File: src/rtl/cancx_map.svh
// Purpose: Register offsets, field positions, reset and key values of the CAN register port
// Assumes: Byte-wide register port, one register per offset
// Notes:   Definitions only
`ifndef CANCX_MAP_SVH
`define CANCX_MAP_SVH
// ==========================================================================
// Register offsets
`define CANCX_A_MODE      8'h00
`define CANCX_A_CMD       8'h01
`define CANCX_A_IE        8'h04
`define CANCX_A_TXREQ     8'h05
`define CANCX_A_BT0       8'h09
`define CANCX_A_BT1       8'h0a
`define CANCX_A_RXBUF     8'h10
`define CANCX_A_RXEND     8'h1d
`define CANCX_A_FILT      8'h40
`define CANCX_A_MASK      8'h50
`define CANCX_A_ACCEND    8'h6f
`define CANCX_A_FEN_L     8'h70
`define CANCX_A_FEN_H     8'h71
`define CANCX_A_FIE_L     8'h72
`define CANCX_A_FIE_H     8'h73
`define CANCX_A_ST_L      8'h74
`define CANCX_A_ST_H      8'h75
`define CANCX_A_CLKSRC    8'h78
`define CANCX_A_RXCNT     8'h7a
`define CANCX_A_LOCK      8'h7f
`define CANCX_A_TXINFO    8'h81
`define CANCX_A_TXLAST    4'hd
// ==========================================================================
// Values
`define CANCX_MODE_RST    8'h01
`define CANCX_MODE_RUN    8'hc8
`define CANCX_UNLOCK_KEY  8'ha6
`define CANCX_CLK_XTAL    8'h0c
`define CANCX_MASK_ALL    8'hff
`define CANCX_STD_MAX     32'h0000_07ff
`define CANCX_EXT_MAX     32'h1fff_ffff
`define CANCX_DLC_MAX     4'h8
`define CANCX_RX_BYTES    14
`define CANCX_INIT_STEPS  5'h0e
// ==========================================================================
// Field positions
`define CANCX_MODE_RSTB   0
`define CANCX_MODE_LOM    1
`define CANCX_MODE_NSPD   6
`define CANCX_MODE_XCVR   7
`define CANCX_FI_EXT      7
`define CANCX_STH_OVR     0
`define CANCX_STH_TXOK    1
`define CANCX_STH_ARBL    2
`define CANCX_STH_TXREJ   3
`endif

File: src/rtl/cancx_pkg.sv
// Purpose: Types shared by both ends of the CAN register port
// Assumes: Offsets and values live in cancx_map.svh
// Notes:   State of the controller and of the host is one packed struct each
package cancx_pkg;
  typedef enum logic [1:0] {TX_IDLE, TX_ARB, TX_SEND} cancx_tx_st_t;
  typedef enum logic [2:0] {H_IDLE, H_INIT, H_RXRD, H_REL, H_CNT, H_STAT, H_TXLD, H_TXGO}
    cancx_host_st_t;
  typedef struct packed {
    logic [7:0]            mode;
    logic [7:0]            ie;
    logic [7:0]            txreq;
    logic [1:0][7:0]       bt;
    logic [47:0][7:0]      acc;
    logic [15:0]           fen;
    logic [15:0]           fie;
    logic [7:0]            st_l;
    logic [7:0]            st_h;
    logic [7:0]            clksrc;
    logic                  unlocked;
    logic [7:0][12:0][7:0] txb;
    logic [7:0]            rdata;
    logic                  rvalid;
    logic                  irq_n;
    cancx_tx_st_t          tx_st;
    logic [2:0]            tx_grp;
    logic                  tx_valid;
    logic [7:0]            tx_info;
    logic [31:0]           tx_id;
    logic [63:0]           tx_data;
  } cancx_dev_t;
  typedef struct packed {
    cancx_host_st_t        st;
    logic [4:0]            idx;
    logic                  waitr;
    logic                  wr;
    logic                  rd;
    logic [7:0]            addr;
    logic [7:0]            wdata;
    logic [12:0][7:0]      txb;
    logic                  init_done;
    logic [7:0]            rx_byte;
    logic [3:0]            rx_idx;
    logic                  rx_valid;
    logic                  rx_last;
    logic [15:0]           status;
  } cancx_host_t;
endpackage

File: src/rtl/cancx_if.sv
// Purpose: Register port and interrupt line between host and CAN controller
// Assumes: Both ends on sys_clk_i
// Notes:   Read data answers one cycle after the read strobe
`timescale 1ns/10ps
interface cancx_if;
  logic       reg_wr;
  logic       reg_rd;
  logic [7:0] reg_addr;
  logic [7:0] reg_wdata;
  logic [7:0] reg_rdata;
  logic       reg_rvalid;
  logic       irq_n;
  modport dev  (input reg_wr, reg_rd, reg_addr, reg_wdata,
                output reg_rdata, reg_rvalid, irq_n);
  modport host (output reg_wr, reg_rd, reg_addr, reg_wdata,
                input reg_rdata, reg_rvalid, irq_n);
endinterface // cancx_if

File: src/rtl/cancx_dev.sv
// Purpose: CAN controller register side: modes, filters, receive FIFO, transmit buffers
// Assumes: Host is on sys_clk_i; CAN frame ports are same-clock logic
// Notes:   Bit-level CAN framing lives outside; this end presents whole frames
//
// What this block does
// - Reset leaves mode register bit 0 set
// - Host writes 0Ch to clock source register
// - Clock source write needs A6h unlock first
// - Bit timing at 09h/0Ah set in reset
// - Eight masks from 50h; one bits ignore
// - Filters up to 4Fh demand exact match
// - Pair enables 70h/71h, interrupts 72h/73h
// - IE bit 0 enables receive interrupt
// - C8h enables transceiver, normal speed, no listen
// - Clearing mode bit 0 starts operation
// - Enabled receive event drives interrupt low
// - Head frame shown at 10h to 1Dh
// - Command bit 0 releases head frame
// - 7Ah counts frames; host drains to zero
// - Reading 74h and 75h clears them
// - Info b7 selects format; length 0 to 8
// - Out-of-range identifier sends no frame
// - Payload bytes at 86h to 8Dh
// - Request bit per buffer starts transmission
// - Lower identifier wins; loser retries later
`timescale 1ns/10ps
`include "cancx_map.svh"
module cancx_dev #(
  parameter int RX_DEPTH = 8
) (
  // Clock and reset
  input  wire logic        sys_clk_i,
  input  wire logic        nrst_i,
  // Register port
  cancx_if.dev             bus,
  // Received frames from the CAN side
  input  wire logic        can_rx_valid_i,
  input  wire logic        can_rx_ext_i,
  input  wire logic [28:0] can_rx_id_i,
  input  wire logic [3:0]  can_rx_dlc_i,
  input  wire logic [63:0] can_rx_data_i,
  // Frame to send and its arbitration
  output logic             can_tx_valid_o,
  output logic      [7:0]  can_tx_info_o,
  output logic      [31:0] can_tx_id_o,
  output logic      [63:0] can_tx_data_o,
  input  wire logic        can_rival_valid_i,
  input  wire logic        can_rival_ext_i,
  input  wire logic [28:0] can_rival_id_i,
  input  wire logic        can_tx_done_i,
  // Configuration outputs
  output logic             xcvr_en_o,
  output logic             normal_speed_o,
  output logic             listen_only_o,
  output logic      [7:0]  clk_src_o,
  output logic      [15:0] bit_timing_o
);
  cancx_pkg::cancx_dev_t q, d;
  logic [7:0]   hit;
  logic [111:0] rx_word;
  logic [111:0] head;
  logic [7:0]   rx_cnt;
  logic         rx_full;
  logic         rx_accept;
  logic         rx_push;
  logic         rx_pop;
  logic         in_acc;
  logic         in_tx;
  logic [3:0]   tx_byte;

  // ==========================================================================
  // Helpers
  function automatic logic in_range(input logic [7:0] a, input logic [7:0] lo,
                                    input logic [7:0] hi);
    return (a >= lo) && (a <= hi);
  endfunction

  function automatic logic [2:0] lowest(input logic [7:0] v);
    logic [2:0] r;
    r = 3'h0;
    for (int i = 7; i >= 0; i--) begin
      if (v[i]) begin
        r = 3'(i);
      end
    end
    return r;
  endfunction

  // Lower key wins; standard IDs sit in the top 11 bits of the extended space
  function automatic logic [28:0] arb_key(input logic ext, input logic [28:0] id);
    return ext ? id : {id[10:0], 18'h0};
  endfunction

  // ==========================================================================
  // Acceptance: pair k uses filter k mod 4 and mask k
  for (genvar k = 0; k < 8; k++) begin : g_pair
    logic [31:0] filt;
    logic [31:0] msk;
    assign filt = {q.acc[(k%4)*4], q.acc[(k%4)*4+1], q.acc[(k%4)*4+2], q.acc[(k%4)*4+3]};
    assign msk  = {q.acc[16+k*4], q.acc[17+k*4], q.acc[18+k*4], q.acc[19+k*4]};
    assign hit[k] = q.fen[k] &&
                    ((({3'h0, can_rx_id_i} ^ filt) & ~msk) == 32'h0);
  end

  assign rx_accept = can_rx_valid_i && !q.mode[`CANCX_MODE_RSTB] && (|hit);
  assign rx_push   = rx_accept && !rx_full;
  assign rx_pop    = bus.reg_wr && (bus.reg_addr == `CANCX_A_CMD) && bus.reg_wdata[0];
  assign rx_word   = {can_rx_ext_i, 3'h0, can_rx_dlc_i, 3'h0, can_rx_id_i, can_rx_data_i,
                      5'h00, lowest(hit)};

  cancx_rxfifo #(
    .W     (112),
    .DEPTH (RX_DEPTH)
  ) u_rxfifo (
    .sys_clk_i (sys_clk_i),
    .nrst_i    (nrst_i),
    .push_i    (rx_push),
    .wdata_i   (rx_word),
    .pop_i     (rx_pop),
    .head_o    (head),
    .count_o   (rx_cnt),
    .full_o    (rx_full)
  );

  assign in_acc  = in_range(bus.reg_addr, `CANCX_A_FILT, `CANCX_A_ACCEND);
  assign tx_byte = 4'(bus.reg_addr[3:0] - 4'h1);
  assign in_tx   = bus.reg_addr[7] && (bus.reg_addr[3:0] != 4'h0) &&
                   (bus.reg_addr[3:0] <= `CANCX_A_TXLAST);

  // ==========================================================================
  // Next state
  always_comb begin
    d = q;
    d.rvalid = 1'b0;
    // Register writes
    if (bus.reg_wr) begin
      if (bus.reg_addr == `CANCX_A_MODE) d.mode = bus.reg_wdata;
      if (bus.reg_addr == `CANCX_A_IE) d.ie = bus.reg_wdata;
      if (bus.reg_addr == `CANCX_A_TXREQ) d.txreq = q.txreq | bus.reg_wdata;
      if (q.mode[`CANCX_MODE_RSTB]) begin
        if (bus.reg_addr == `CANCX_A_BT0) d.bt[0] = bus.reg_wdata;
        if (bus.reg_addr == `CANCX_A_BT1) d.bt[1] = bus.reg_wdata;
      end
      if (in_acc) d.acc[6'(bus.reg_addr - `CANCX_A_FILT)] = bus.reg_wdata;
      if (bus.reg_addr == `CANCX_A_FEN_L) d.fen[7:0] = bus.reg_wdata;
      if (bus.reg_addr == `CANCX_A_FEN_H) d.fen[15:8] = bus.reg_wdata;
      if (bus.reg_addr == `CANCX_A_FIE_L) d.fie[7:0] = bus.reg_wdata;
      if (bus.reg_addr == `CANCX_A_FIE_H) d.fie[15:8] = bus.reg_wdata;
      if (bus.reg_addr == `CANCX_A_LOCK) d.unlocked = (bus.reg_wdata == `CANCX_UNLOCK_KEY);
      if (bus.reg_addr == `CANCX_A_CLKSRC) begin
        if (q.unlocked) d.clksrc = bus.reg_wdata;
        d.unlocked = 1'b0;
      end
      if (in_tx) d.txb[bus.reg_addr[6:4]][tx_byte] = bus.reg_wdata;
    end
    // Register reads; status clears on read, a same-cycle event still lands below
    if (bus.reg_rd) begin
      d.rvalid = 1'b1;
      d.rdata  = 8'h00;
      if (bus.reg_addr == `CANCX_A_MODE) d.rdata = q.mode;
      if (bus.reg_addr == `CANCX_A_IE) d.rdata = q.ie;
      if (bus.reg_addr == `CANCX_A_TXREQ) d.rdata = q.txreq;
      if (bus.reg_addr == `CANCX_A_BT0) d.rdata = q.bt[0];
      if (bus.reg_addr == `CANCX_A_BT1) d.rdata = q.bt[1];
      if (in_range(bus.reg_addr, `CANCX_A_RXBUF, `CANCX_A_RXEND)) begin
        d.rdata = head[8'd111 - {bus.reg_addr[3:0], 3'h0} -: 8];
      end
      if (in_acc) d.rdata = q.acc[6'(bus.reg_addr - `CANCX_A_FILT)];
      if (bus.reg_addr == `CANCX_A_FEN_L) d.rdata = q.fen[7:0];
      if (bus.reg_addr == `CANCX_A_FEN_H) d.rdata = q.fen[15:8];
      if (bus.reg_addr == `CANCX_A_FIE_L) d.rdata = q.fie[7:0];
      if (bus.reg_addr == `CANCX_A_FIE_H) d.rdata = q.fie[15:8];
      if (bus.reg_addr == `CANCX_A_ST_L) begin
        d.rdata = q.st_l;
        d.st_l  = 8'h00;
      end
      if (bus.reg_addr == `CANCX_A_ST_H) begin
        d.rdata = q.st_h;
        d.st_h  = 8'h00;
      end
      if (bus.reg_addr == `CANCX_A_CLKSRC) d.rdata = q.clksrc;
      if (bus.reg_addr == `CANCX_A_RXCNT) d.rdata = rx_cnt;
      if (in_tx) d.rdata = q.txb[bus.reg_addr[6:4]][tx_byte];
    end
    // Receive events
    if (rx_accept) d.st_l = d.st_l | hit;
    if (rx_accept && rx_full) d.st_h[`CANCX_STH_OVR] = 1'b1;
    // Transmit sequencing
    case (q.tx_st)
      cancx_pkg::TX_IDLE: begin
        if (!q.mode[`CANCX_MODE_RSTB] && (|q.txreq)) begin
          d.tx_grp  = lowest(q.txreq);
          d.tx_info = q.txb[d.tx_grp][0];
          d.tx_id   = {q.txb[d.tx_grp][1], q.txb[d.tx_grp][2],
                       q.txb[d.tx_grp][3], q.txb[d.tx_grp][4]};
          d.tx_data = {q.txb[d.tx_grp][5], q.txb[d.tx_grp][6], q.txb[d.tx_grp][7],
                       q.txb[d.tx_grp][8], q.txb[d.tx_grp][9], q.txb[d.tx_grp][10],
                       q.txb[d.tx_grp][11], q.txb[d.tx_grp][12]};
          if ((d.tx_info[3:0] > `CANCX_DLC_MAX) ||
              (d.tx_id > (d.tx_info[`CANCX_FI_EXT] ? `CANCX_EXT_MAX : `CANCX_STD_MAX))) begin
            d.txreq[d.tx_grp]            = 1'b0;
            d.st_h[`CANCX_STH_TXREJ]     = 1'b1;
          end else begin
            d.tx_valid = 1'b1;
            d.tx_st    = cancx_pkg::TX_ARB;
          end
        end
      end
      cancx_pkg::TX_ARB: begin
        if (can_rival_valid_i && (arb_key(can_rival_ext_i, can_rival_id_i) <
            arb_key(q.tx_info[`CANCX_FI_EXT], q.tx_id[28:0]))) begin
          d.tx_valid               = 1'b0;
          d.st_h[`CANCX_STH_ARBL]  = 1'b1;
          d.tx_st                  = cancx_pkg::TX_IDLE;
        end else begin
          d.tx_st = cancx_pkg::TX_SEND;
        end
      end
      cancx_pkg::TX_SEND: begin
        if (can_tx_done_i) begin
          d.tx_valid               = 1'b0;
          d.txreq[q.tx_grp]        = 1'b0;
          d.st_h[`CANCX_STH_TXOK]  = 1'b1;
          d.tx_st                  = cancx_pkg::TX_IDLE;
        end
      end
      default: d.tx_st = cancx_pkg::TX_IDLE;
    endcase
    // Reset mode forces the transmitter back to idle
    if (d.mode[`CANCX_MODE_RSTB]) begin
      d.tx_valid = 1'b0;
      d.tx_st    = cancx_pkg::TX_IDLE;
    end
    d.irq_n = !(d.ie[0] && (|(d.st_l & d.fie[7:0])));
  end

  always_ff @(posedge sys_clk_i or negedge nrst_i) begin
    if (!nrst_i) begin
      q       <= '0;
      q.mode  <= `CANCX_MODE_RST;
      q.irq_n <= 1'b1;
    end else begin
      q <= d;
    end
  end

  // ==========================================================================
  // Outputs
  assign bus.reg_rdata    = q.rdata;
  assign bus.reg_rvalid   = q.rvalid;
  assign bus.irq_n        = q.irq_n;
  assign can_tx_valid_o   = q.tx_valid;
  assign can_tx_info_o    = q.tx_info;
  assign can_tx_id_o      = q.tx_id;
  assign can_tx_data_o    = q.tx_data;
  assign xcvr_en_o        = q.mode[`CANCX_MODE_XCVR];
  assign normal_speed_o   = q.mode[`CANCX_MODE_NSPD];
  assign listen_only_o    = q.mode[`CANCX_MODE_LOM];
  assign clk_src_o        = q.clksrc;
  assign bit_timing_o     = {q.bt[1], q.bt[0]};
endmodule // cancx_dev

File: src/rtl/cancx_rxfifo.sv
// Purpose: Receive frame FIFO with frame count
// Assumes: Push is dropped by the caller when full
// Notes:   Head word is valid whenever count is nonzero
`timescale 1ns/10ps
module cancx_rxfifo #(
  parameter int W     = 112,
  parameter int DEPTH = 8
) (
  // Clock and reset
  input  wire logic         sys_clk_i,
  input  wire logic         nrst_i,
  // Write side
  input  wire logic         push_i,
  input  wire logic [W-1:0] wdata_i,
  // Read side
  input  wire logic         pop_i,
  output logic      [W-1:0] head_o,
  output logic      [7:0]   count_o,
  output logic              full_o
);
  localparam int AW = $clog2(DEPTH);
  typedef struct packed {
    logic [AW-1:0] wp;
    logic [AW-1:0] rp;
    logic [7:0]    cnt;
  } cancx_fifo_t;
  cancx_fifo_t      q, d;
  logic [W-1:0]     mem [DEPTH];
  logic             do_push;
  logic             do_pop;

  assign full_o  = (q.cnt == 8'(DEPTH));
  assign do_push = push_i && !full_o;
  assign do_pop  = pop_i && (q.cnt != 8'h00);
  assign head_o  = mem[q.rp];
  assign count_o = q.cnt;

  always_comb begin
    d = q;
    if (do_push) begin
      d.wp = (q.wp == AW'(DEPTH - 1)) ? '0 : q.wp + 1'b1;
    end
    if (do_pop) begin
      d.rp = (q.rp == AW'(DEPTH - 1)) ? '0 : q.rp + 1'b1;
    end
    d.cnt = 8'(q.cnt + {7'h00, do_push} - {7'h00, do_pop});
  end

  always_ff @(posedge sys_clk_i or negedge nrst_i) begin
    if (!nrst_i) begin
      q <= '0;
    end else begin
      q <= d;
    end
  end

  // Storage has no reset; only words below the count are ever read
  always_ff @(posedge sys_clk_i) begin
    if (do_push) begin
      mem[q.wp] <= wdata_i;
    end
  end
endmodule // cancx_rxfifo

File: src/flat_wrapper.sv
// flat-port wrapper written by rule: the top's interface ports become plain ports
module cancx_dev_flat 
#(
  parameter int RX_DEPTH = 8
)
  (sys_clk_i, nrst_i, can_rx_valid_i, can_rx_ext_i, can_rx_id_i, can_rx_dlc_i, can_rx_data_i, can_tx_valid_o, can_tx_info_o, can_tx_id_o, can_tx_data_o, can_rival_valid_i, can_rival_ext_i, can_rival_id_i, can_tx_done_i, xcvr_en_o, normal_speed_o, listen_only_o, clk_src_o, bit_timing_o, bus_reg_wr, bus_reg_rd, bus_reg_addr, bus_reg_wdata, bus_reg_rdata, bus_reg_rvalid, bus_irq_n);
  cancx_if bus_i ();
  input  wire logic sys_clk_i;
  input  wire logic nrst_i;
  input  wire logic can_rx_valid_i;
  input  wire logic can_rx_ext_i;
  input  wire logic [28:0] can_rx_id_i;
  input  wire logic [3:0] can_rx_dlc_i;
  input  wire logic [63:0] can_rx_data_i;
  output logic can_tx_valid_o;
  output logic      [7:0] can_tx_info_o;
  output logic      [31:0] can_tx_id_o;
  output logic      [63:0] can_tx_data_o;
  input  wire logic can_rival_valid_i;
  input  wire logic can_rival_ext_i;
  input  wire logic [28:0] can_rival_id_i;
  input  wire logic can_tx_done_i;
  output logic xcvr_en_o;
  output logic normal_speed_o;
  output logic listen_only_o;
  output logic      [7:0] clk_src_o;
  output logic      [15:0] bit_timing_o;
  input wire logic [$bits(bus_i.reg_wr)-1:0] bus_reg_wr;
  input wire logic [$bits(bus_i.reg_rd)-1:0] bus_reg_rd;
  input wire logic [$bits(bus_i.reg_addr)-1:0] bus_reg_addr;
  input wire logic [$bits(bus_i.reg_wdata)-1:0] bus_reg_wdata;
  output wire logic [$bits(bus_i.reg_rdata)-1:0] bus_reg_rdata;
  output wire logic [$bits(bus_i.reg_rvalid)-1:0] bus_reg_rvalid;
  output wire logic [$bits(bus_i.irq_n)-1:0] bus_irq_n;
  assign bus_i.reg_wr = bus_reg_wr;
  assign bus_i.reg_rd = bus_reg_rd;
  assign bus_i.reg_addr = bus_reg_addr;
  assign bus_i.reg_wdata = bus_reg_wdata;
  assign bus_reg_rdata = bus_i.reg_rdata;
  assign bus_reg_rvalid = bus_i.reg_rvalid;
  assign bus_irq_n = bus_i.irq_n;
  cancx_dev #(.RX_DEPTH(RX_DEPTH)) u_core (.sys_clk_i(sys_clk_i), .nrst_i(nrst_i), .bus(bus_i), .can_rx_valid_i(can_rx_valid_i), .can_rx_ext_i(can_rx_ext_i), .can_rx_id_i(can_rx_id_i), .can_rx_dlc_i(can_rx_dlc_i), .can_rx_data_i(can_rx_data_i), .can_tx_valid_o(can_tx_valid_o), .can_tx_info_o(can_tx_info_o), .can_tx_id_o(can_tx_id_o), .can_tx_data_o(can_tx_data_o), .can_rival_valid_i(can_rival_valid_i), .can_rival_ext_i(can_rival_ext_i), .can_rival_id_i(can_rival_id_i), .can_tx_done_i(can_tx_done_i), .xcvr_en_o(xcvr_en_o), .normal_speed_o(normal_speed_o), .listen_only_o(listen_only_o), .clk_src_o(clk_src_o), .bit_timing_o(bit_timing_o));
endmodule
File: config.mk
export PLATFORM = sky130hd
export DESIGN_NAME = cancx_dev_flat
export DESIGN_NICKNAME = d
export VERILOG_FILES = /design/src/rtl/cancx_pkg.sv /design/src/rtl/cancx_if.sv /design/src/rtl/cancx_dev.sv /design/src/rtl/cancx_rxfifo.sv /design/src/flat_wrapper.sv
export VERILOG_INCLUDE_DIRS = /design/src /design/src/rtl
export SDC_FILE = /design/constraint.sdc
export NUM_CORES = 2
export LEC_CHECK = 0
export BUFFER_PORTS_ARGS = -buffer_cell sky130_fd_sc_hd__buf_2
export CAP_MARGIN = 40
export CELL_PAD_IN_SITES_DETAIL_PLACEMENT = 0
export CELL_PAD_IN_SITES_GLOBAL_PLACEMENT = 2
export CORE_MARGIN = 5
export CORE_UTILIZATION = 48
export CTS_BUF_LIST = sky130_fd_sc_hd__clkbuf_2 sky130_fd_sc_hd__clkbuf_4 sky130_fd_sc_hd__clkbuf_8
export CTS_CLUSTER_DIAMETER = 80
export DETAILED_ROUTE_END_ITERATION = 7
export PLACE_DENSITY = 0.89
export SLEW_MARGIN = 10
export SYNTH_ARGS = -nofsm -noshare
export SYNTH_HDL_FRONTEND = slang
export SYNTH_SLANG_ARGS = --single-unit
File: constraint.sdc
create_clock -name sys_clk_i -period 12.8 [get_ports sys_clk_i]
set_input_delay 2.56 -clock sys_clk_i [delete_from_list [all_inputs] [get_ports sys_clk_i]]
set_output_delay 2.56 -clock sys_clk_i [all_outputs]
set_load 0.005 [all_outputs]
# Yosys cells after proc, flatten, opt, wreduce, memory -nomap -nowiden

Memory sizes are Yosys's and may differ from the RTL's.
Cells that the tools add are included.

Register bits: 1443
Bits in writable memories: 808
Bits of input ports: 151
Output and inout bits: 142
Logic and storage cells: 427
Memories kept: 1

Add/sub/neg operators: 7
Order comparisons: 18
Equal/unequal tests: 24
Shifts and indexed selects: 1
Mux-type cells: 103
Bitwise operators: 27
Reduce and logical (&&, ||, !) cells: 66

Memory list:

| name                | depth | bits a word | read ports | clocked after memory_dff | wr ports | RTL line           | RTL |
|---|---|---|---|---|---|---|---|
| u_core.u_rxfifo.mem | 8     | 101         | 1          | 0                        | 1        | cancx_rxfifo.sv:28 | `logic [W-1:0] mem [DEPTH];` |

Operators with widths:

| operator                                       | number |
|---|---|
| bitwise mux 832 bit                            | 1 |
| binary-select mux 104 bit (select 3 bit)       | 2 |
| 2-to-1 mux 449 bit                             | 1 |
| bitwise mux 384 bit                            | 1 |
| 2-to-1 mux 384 bit                             | 1 |
| demux 104 bit (select 3 bit)                   | 1 |
| 2-to-1 mux 104 bit                             | 3 |
| 2-to-1 mux 8 bit                               | 33 |
| bitwise AND 32 bit                             | 8 |
| logical NOT 32 bit                             | 8 |
| NOT 32 bit                                     | 8 |
| XOR 29 x 32 -> 32 bit                          | 4 |
| indexed part select 119 x 9 -> 8 bit           | 1 |
| 2-to-1 mux 110 bit                             | 1 |
| 2-to-1 mux 29 bit                              | 3 |
| == test 8 x 7 -> 1 bit (second input constant) | 9 |
| 2-to-1 mux 3 bit                               | 20 |
| binary-select mux 8 bit (select 6 bit)         | 1 |
| demux 8 bit (select 6 bit)                     | 1 |
| binary-select mux 8 bit (select 4 bit)         | 1 |
| demux 8 bit (select 4 bit)                     | 1 |
| greater-than comparator 32 bit                 | 1 |
| 2-to-1 mux 16 bit                              | 2 |
| less-than comparator 29 bit                    | 1 |
| other kinds (49)                               | 133 |

# Logic depth before layout (Yosys ltp)

Depth in word-level cells: 19
Mapped depth: 22
Depth with buffers taken out: 21

# Cells and area by module

A second synthesis with hierarchy kept.

Cells, all modules: 7422
Area total of the unflattened synthesis: 110923.9 sq um

By module, submodules not included:

| module       | instances | cells each | area an instance (sq um) | seq. area each (sq um) |
|---|---|---|---|---|
| cancx_dev    | 1         | 6031       | 75964.1                  | 35761.8 |
| cancx_rxfifo | 1         | 1391       | 34959.8                  | 27256.1 |

# Worst setup path before layout

OpenSTA, ideal clock, no wires.

Kind: in2reg
Start point: in can_rx_id_i[2]
End point: mem u_core.u_rxfifo.mem[4][0] in the netlist's numbering, enable pin
Setup time: 705 ps
Arrival: 11781 ps
Required time: 12095 ps
Slack: 314 ps
Stages on the path: 10
Buffers on the path: 1
Path through: clkbuf_1 > xnor2_1 > o22ai_1 > nor4_1 > o2111ai_1 > o21ai_0 > o31ai_1 > a21oi_1 > nand2b_1 > nor3b_1

Word-level cells in the longest chain between the ends: 10
Elaborated cells between the ends (all ways): 34
Classes of those cells: 2 x mux; 12 x bitwise; 20 x reduce/logical

Ends and longest elaborated chain:

| item                                     | RTL line           | RTL |
|---|---|---|
| start: declaration                       | flat_wrapper.sv:12 | `input wire logic [28:0] can_rx_id_i;` |
| XOR 29 x 32 -> 32 bit                    | cancx_dev.sv:102   | `((({3'h0, can_rx_id_i} ^ filt) & ~msk) == 32'h0);` |
| bitwise AND 32 bit                       | cancx_dev.sv:102   |  |
| logical NOT 32 bit                       | cancx_dev.sv:102   |  |
| logical AND 1 bit                        | cancx_dev.sv:101   | `assign hit[k] = q.fen[k] &&` |
| OR reduction 8 bit *                     | cancx_dev.sv:105   | `` assign rx_accept = can_rx_valid_i && !q.mode[`CANCX_MODE_RSTB] && (\|hit); `` |
| logical AND 1 bit *                      | cancx_dev.sv:105   |  |
| logical AND 1 bit *                      | cancx_dev.sv:106   | `assign rx_push = rx_accept && !rx_full;` |
| logical AND 1 bit *                      | cancx_rxfifo.sv:33 | `assign do_push = push_i && !full_o;` |
| 2-to-1 mux 1 bit *                       | cancx_rxfifo.sv:59 | `if (do_push) begin` |
| 2-to-1 mux 1 bit (implied by the code) * | cancx_rxfifo.sv:60 | `mem[q.wp] <= wdata_i;` |
| end: declaration                         | cancx_rxfifo.sv:28 |  |

Every way passes the cells marked *; elsewhere a longest branch is shown, timed or not.

# Worst setup path after layout

Start point: in can_rx_id_i[24]
End point: mem u_core.u_rxfifo.mem[0][56] in the netlist's numbering, enable pin

The elaborated chain is that of the path after synthesis.

==> impl_metrics.json <==
{
  "outcome": "finished with violations",
  "violations": "DRC",
  "antenna_found_initial": 44,
  "grtUsageTotal_pct": 29.10,
  "fin_worst_skew_ns": 0.1728,
  "period_needed_ns": 6.519,
  "syn_inst": 7022,
  "cts_setup_buffers": 0,
  "die_area_sq_mm": 0.2310,
  "drt_iter0_markers": 8421,
  "drtAntennaViolNets": 0,
  "firstDrtPassIters": 8,
  "synth-edff-count": 808,
  "cts_resized": 0,
  "nFillCells": 17770,
  "most-common-layout-cells": "dfrtp_1, mux2_2, edfxtp_1, mux4_2, clkbuf_8",
  "viasPerCell": 6.485,
  "fin_nets": 7518,
  "dieWidth_microns": 480.6,
  "max_slew_margin_pct": 27.41,
  "overflow": 0,
  "ys_types": 84,
  "clk_pin_slew_ns": 0.05,
  "synth-seq-cells": 2251,
  "cts.sinks": 2251,
  "drc_errors": 1,
  "drv_slew": 0,
  "worstMarginPinSlew_ns": 1.089,
  "hold_class": "reg2reg",
  "start_kind": "input port",
  "path_class": "in2reg",
  "clock.fmax_ghz": 0.1534,
  "tns_ns": 0,
  "stdcell_area_sq_mm": 0.1190,
  "yosysSeqAreaShare_pct": 56.79,
  "met2_usage_pct": 45.70,
  "cts_buffers": 384,
  "final_common_cell": "dfrtp_1",
  "use_met3_pct": 6.328,
  "ys.flop_type": "dfrtp_1",
  "vias": 68440,
  "cp-end-kind": "flip-flop",
  "grt_max_degree": 167,
  "async_flop_share_pct": 64.10,
  "grt_pass1_vias": 69590,
  "cts_buffer_depth": 4,
  "io_buffers": 292,
  "syn_area_sq_mm": 0.1063,
  "placed_area_sq_mm": 0.1111,
  "cts_tree": "built",
  "syn_area_per_cell_sq_um": 15.14,
  "cts_max_level": 5,
  "placementRows": 172,
  "io_pins": 293,
  "core_sq_mm": 0.2199,
  "busiest_layer": "met2",
  "maxCapViolations": 0,
  "start_util_pct": 48.33,
  "grt_setup_unrepaired": "false",
  "met1_usage_pct": 38.56,
  "peakVddDrop_v": 0.0001117,
  "yosys_warnings": 0,
  "drive_above_1_share_pct": 41.52,
  "hold_violations": 0,
  "critPathRequiredTime_ns": 13.45,
  "power.density_mw_per_mm2": 142.5,
  "hpwl_microns": 225700,
  "routed_wl_microns": 338800,
  "gp_congestion": 0.9592,
  "syn-num-nets": 7240,
  "path_max_fanout": 44,
  "setup_viol": 0,
  "p_leak_uw": 0.04975,
  "root_buffer": "clkbuf_8",
  "postCtsHoldBufs": 0,
  "syn2layout_area_growth_pct": 11.91,
  "cp.arrival_ns": 7.17,
  "design_power_total_uw": 16950,
  "grt_pass1_wl_microns": 496100,
  "wire_per_inst_microns": 32.10,
  "clkLatencyLatePin_ns": 1.14,
  "die_h_microns": 480.6,
  "post-route-period-util_pct": 50.93
}
[power breakdown]
group | switching, uW | internal (uW) | total (uW)
clock | 2950 | 3700 | 6650
sequential | 289 | 7810 | 8100
combinational | 1350 | 848 | 2200
[stage by stage]
stage / instances / hold slack (ns) / util [%] / worst slack, ns
floorplan: 7022 / 0.4497 / - / 0.3141
global placement: 9720 / 0.4591 / 49.78 / 4.600
detailed placement: 9868 / 0.4662 / 50.49 / 4.760
CTS: 10530 / 0.4798 / 54.03 / 5.906
global route: 10550 / 0.4897 / 54.08 / 6.197
finish: 10550 / 0.4695 / 54.09 / 6.281
[critical path, cell delays in order]
cell and delay, ns:
buf_2 0.44, xnor2_1 0.21, o22ai_1 0.11, nor4_1 0.46
nand4_1 0.52, nand4_1 0.29, o31ai_1 0.20, a21oi_1 0.21
buf_4 0.21, nand2b_1 0.21, nor3_2 0.44, buf_6 0.22
buf_4 0.35, buf_4 0.66
[routing by layer]
metal | vias to the layer above | part of all wire [%]
met1 | 36150 | 39
met4 | 22 | 5.8
met5 | - | 0.042
met2 | 3483 | 47
li1 | 27960 | -
met3 | 833 | 8.3
[synthesized netlist by cell type (16+ instances only)]
master	instances	area, sq um
nor2_1	208	780.8
edfxtp_1	808	24260
mux2_2	1297	14610
a22o_1	70	613.1
and2_1	25	156.4
o21ai_0	216	1081
mux2i_1	101	1011
buf_1	55	206.5
nor3_1	17	85.08
nand4_1	30	187.7
and3_1	84	525.5
o22ai_1	137	857.1
nand2_1	312	1171
a222oi_1	142	1421
clkbuf_1	371	1393
mux4_2	630	14190
nor4_1	38	237.7
inv_1	40	150.1
dfrtp_1	1441	36060
a211oi_1	84	630.6
a21oi_1	213	1066
buf_2	81	405.4
buf_4	152	1141
xnor2_1	123	1077
o221ai_1	16	140.1
ha_1	66	825.8
nand3_1	50	250.2
a31oi_1	18	112.6
nand2b_1	16	100.1
[path summary, 6_finish.rpt]
| check | start | to | slack, ns | cells past startpoint |
|---|---|---|---|---|
| worst max-delay path | can_rx_id_i[24] | u_core.u_rxfifo.mem[0][56] | 6.28 | 14 |
| worst min-delay path | u_core.can_tx_data_o[59] | u_core.can_tx_data_o[59] | 0.47 | 2 |
| worst max register to register | u_core.q[1411] | u_core.q[1409] | 6.87 | 18 |
| worst min register to register | u_core.can_tx_data_o[59] | u_core.can_tx_data_o[59] | 0.47 | 2 |
| max in group asynchronous | nrst_i | u_core.g_pair[2].msk[3] | 8.83 | 3 |
| min in group asynchronous | nrst_i | u_core.q[151] | 1.52 | 1 |
[layout make-up]
cell class              count  area, sq um  area share (%)
clock inverters           112        809.5          0.6805
clock buffers             551         6970           5.859
multi-input cells        4063        42670           35.87
diodes                     19        47.55         0.03997
well taps                2958         3701           3.111
repair buffers            558         4218           3.545
inverters                  42        160.2          0.1346
flip-flops and latches   2251        60390           50.76
[sequential cells by signal, indices dropped and copies added, names as in the netlist, 6 cells and up]
signal / count
u_core.u_rxfifo.q: 6
u_core.can_tx_id_o: 32
u_core.can_tx_data_o: 64
u_core.clk_src_o: 8
u_core.bus.reg_rdata: 8
u_core.u_rxfifo.count_o: 8
u_core.g_pair.msk: 256
u_core.q: 903
u_core.can_tx_info_o: 8
u_core.u_rxfifo.mem: 808
u_core.g_pair.filt: 128
u_core.bit_timing_o: 16
[kinds of logic after synthesis]
| family | after synthesis | synth area share [%] |
|---|---|---|
| muxes | 2030 | 28.06 |
| DFF | 2251 | 56.79 |
| adders and majority gates | 67 | 0.7956 |
| and+or+nand+nor | 840 | 3.710 |
| AOI/OAI and AO/OA | 998 | 6.403 |
| xor gates and xnor gates | 128 | 1.055 |
| buffers and inverters | 708 | 3.181 |
(Power assumes the default switching activity.)
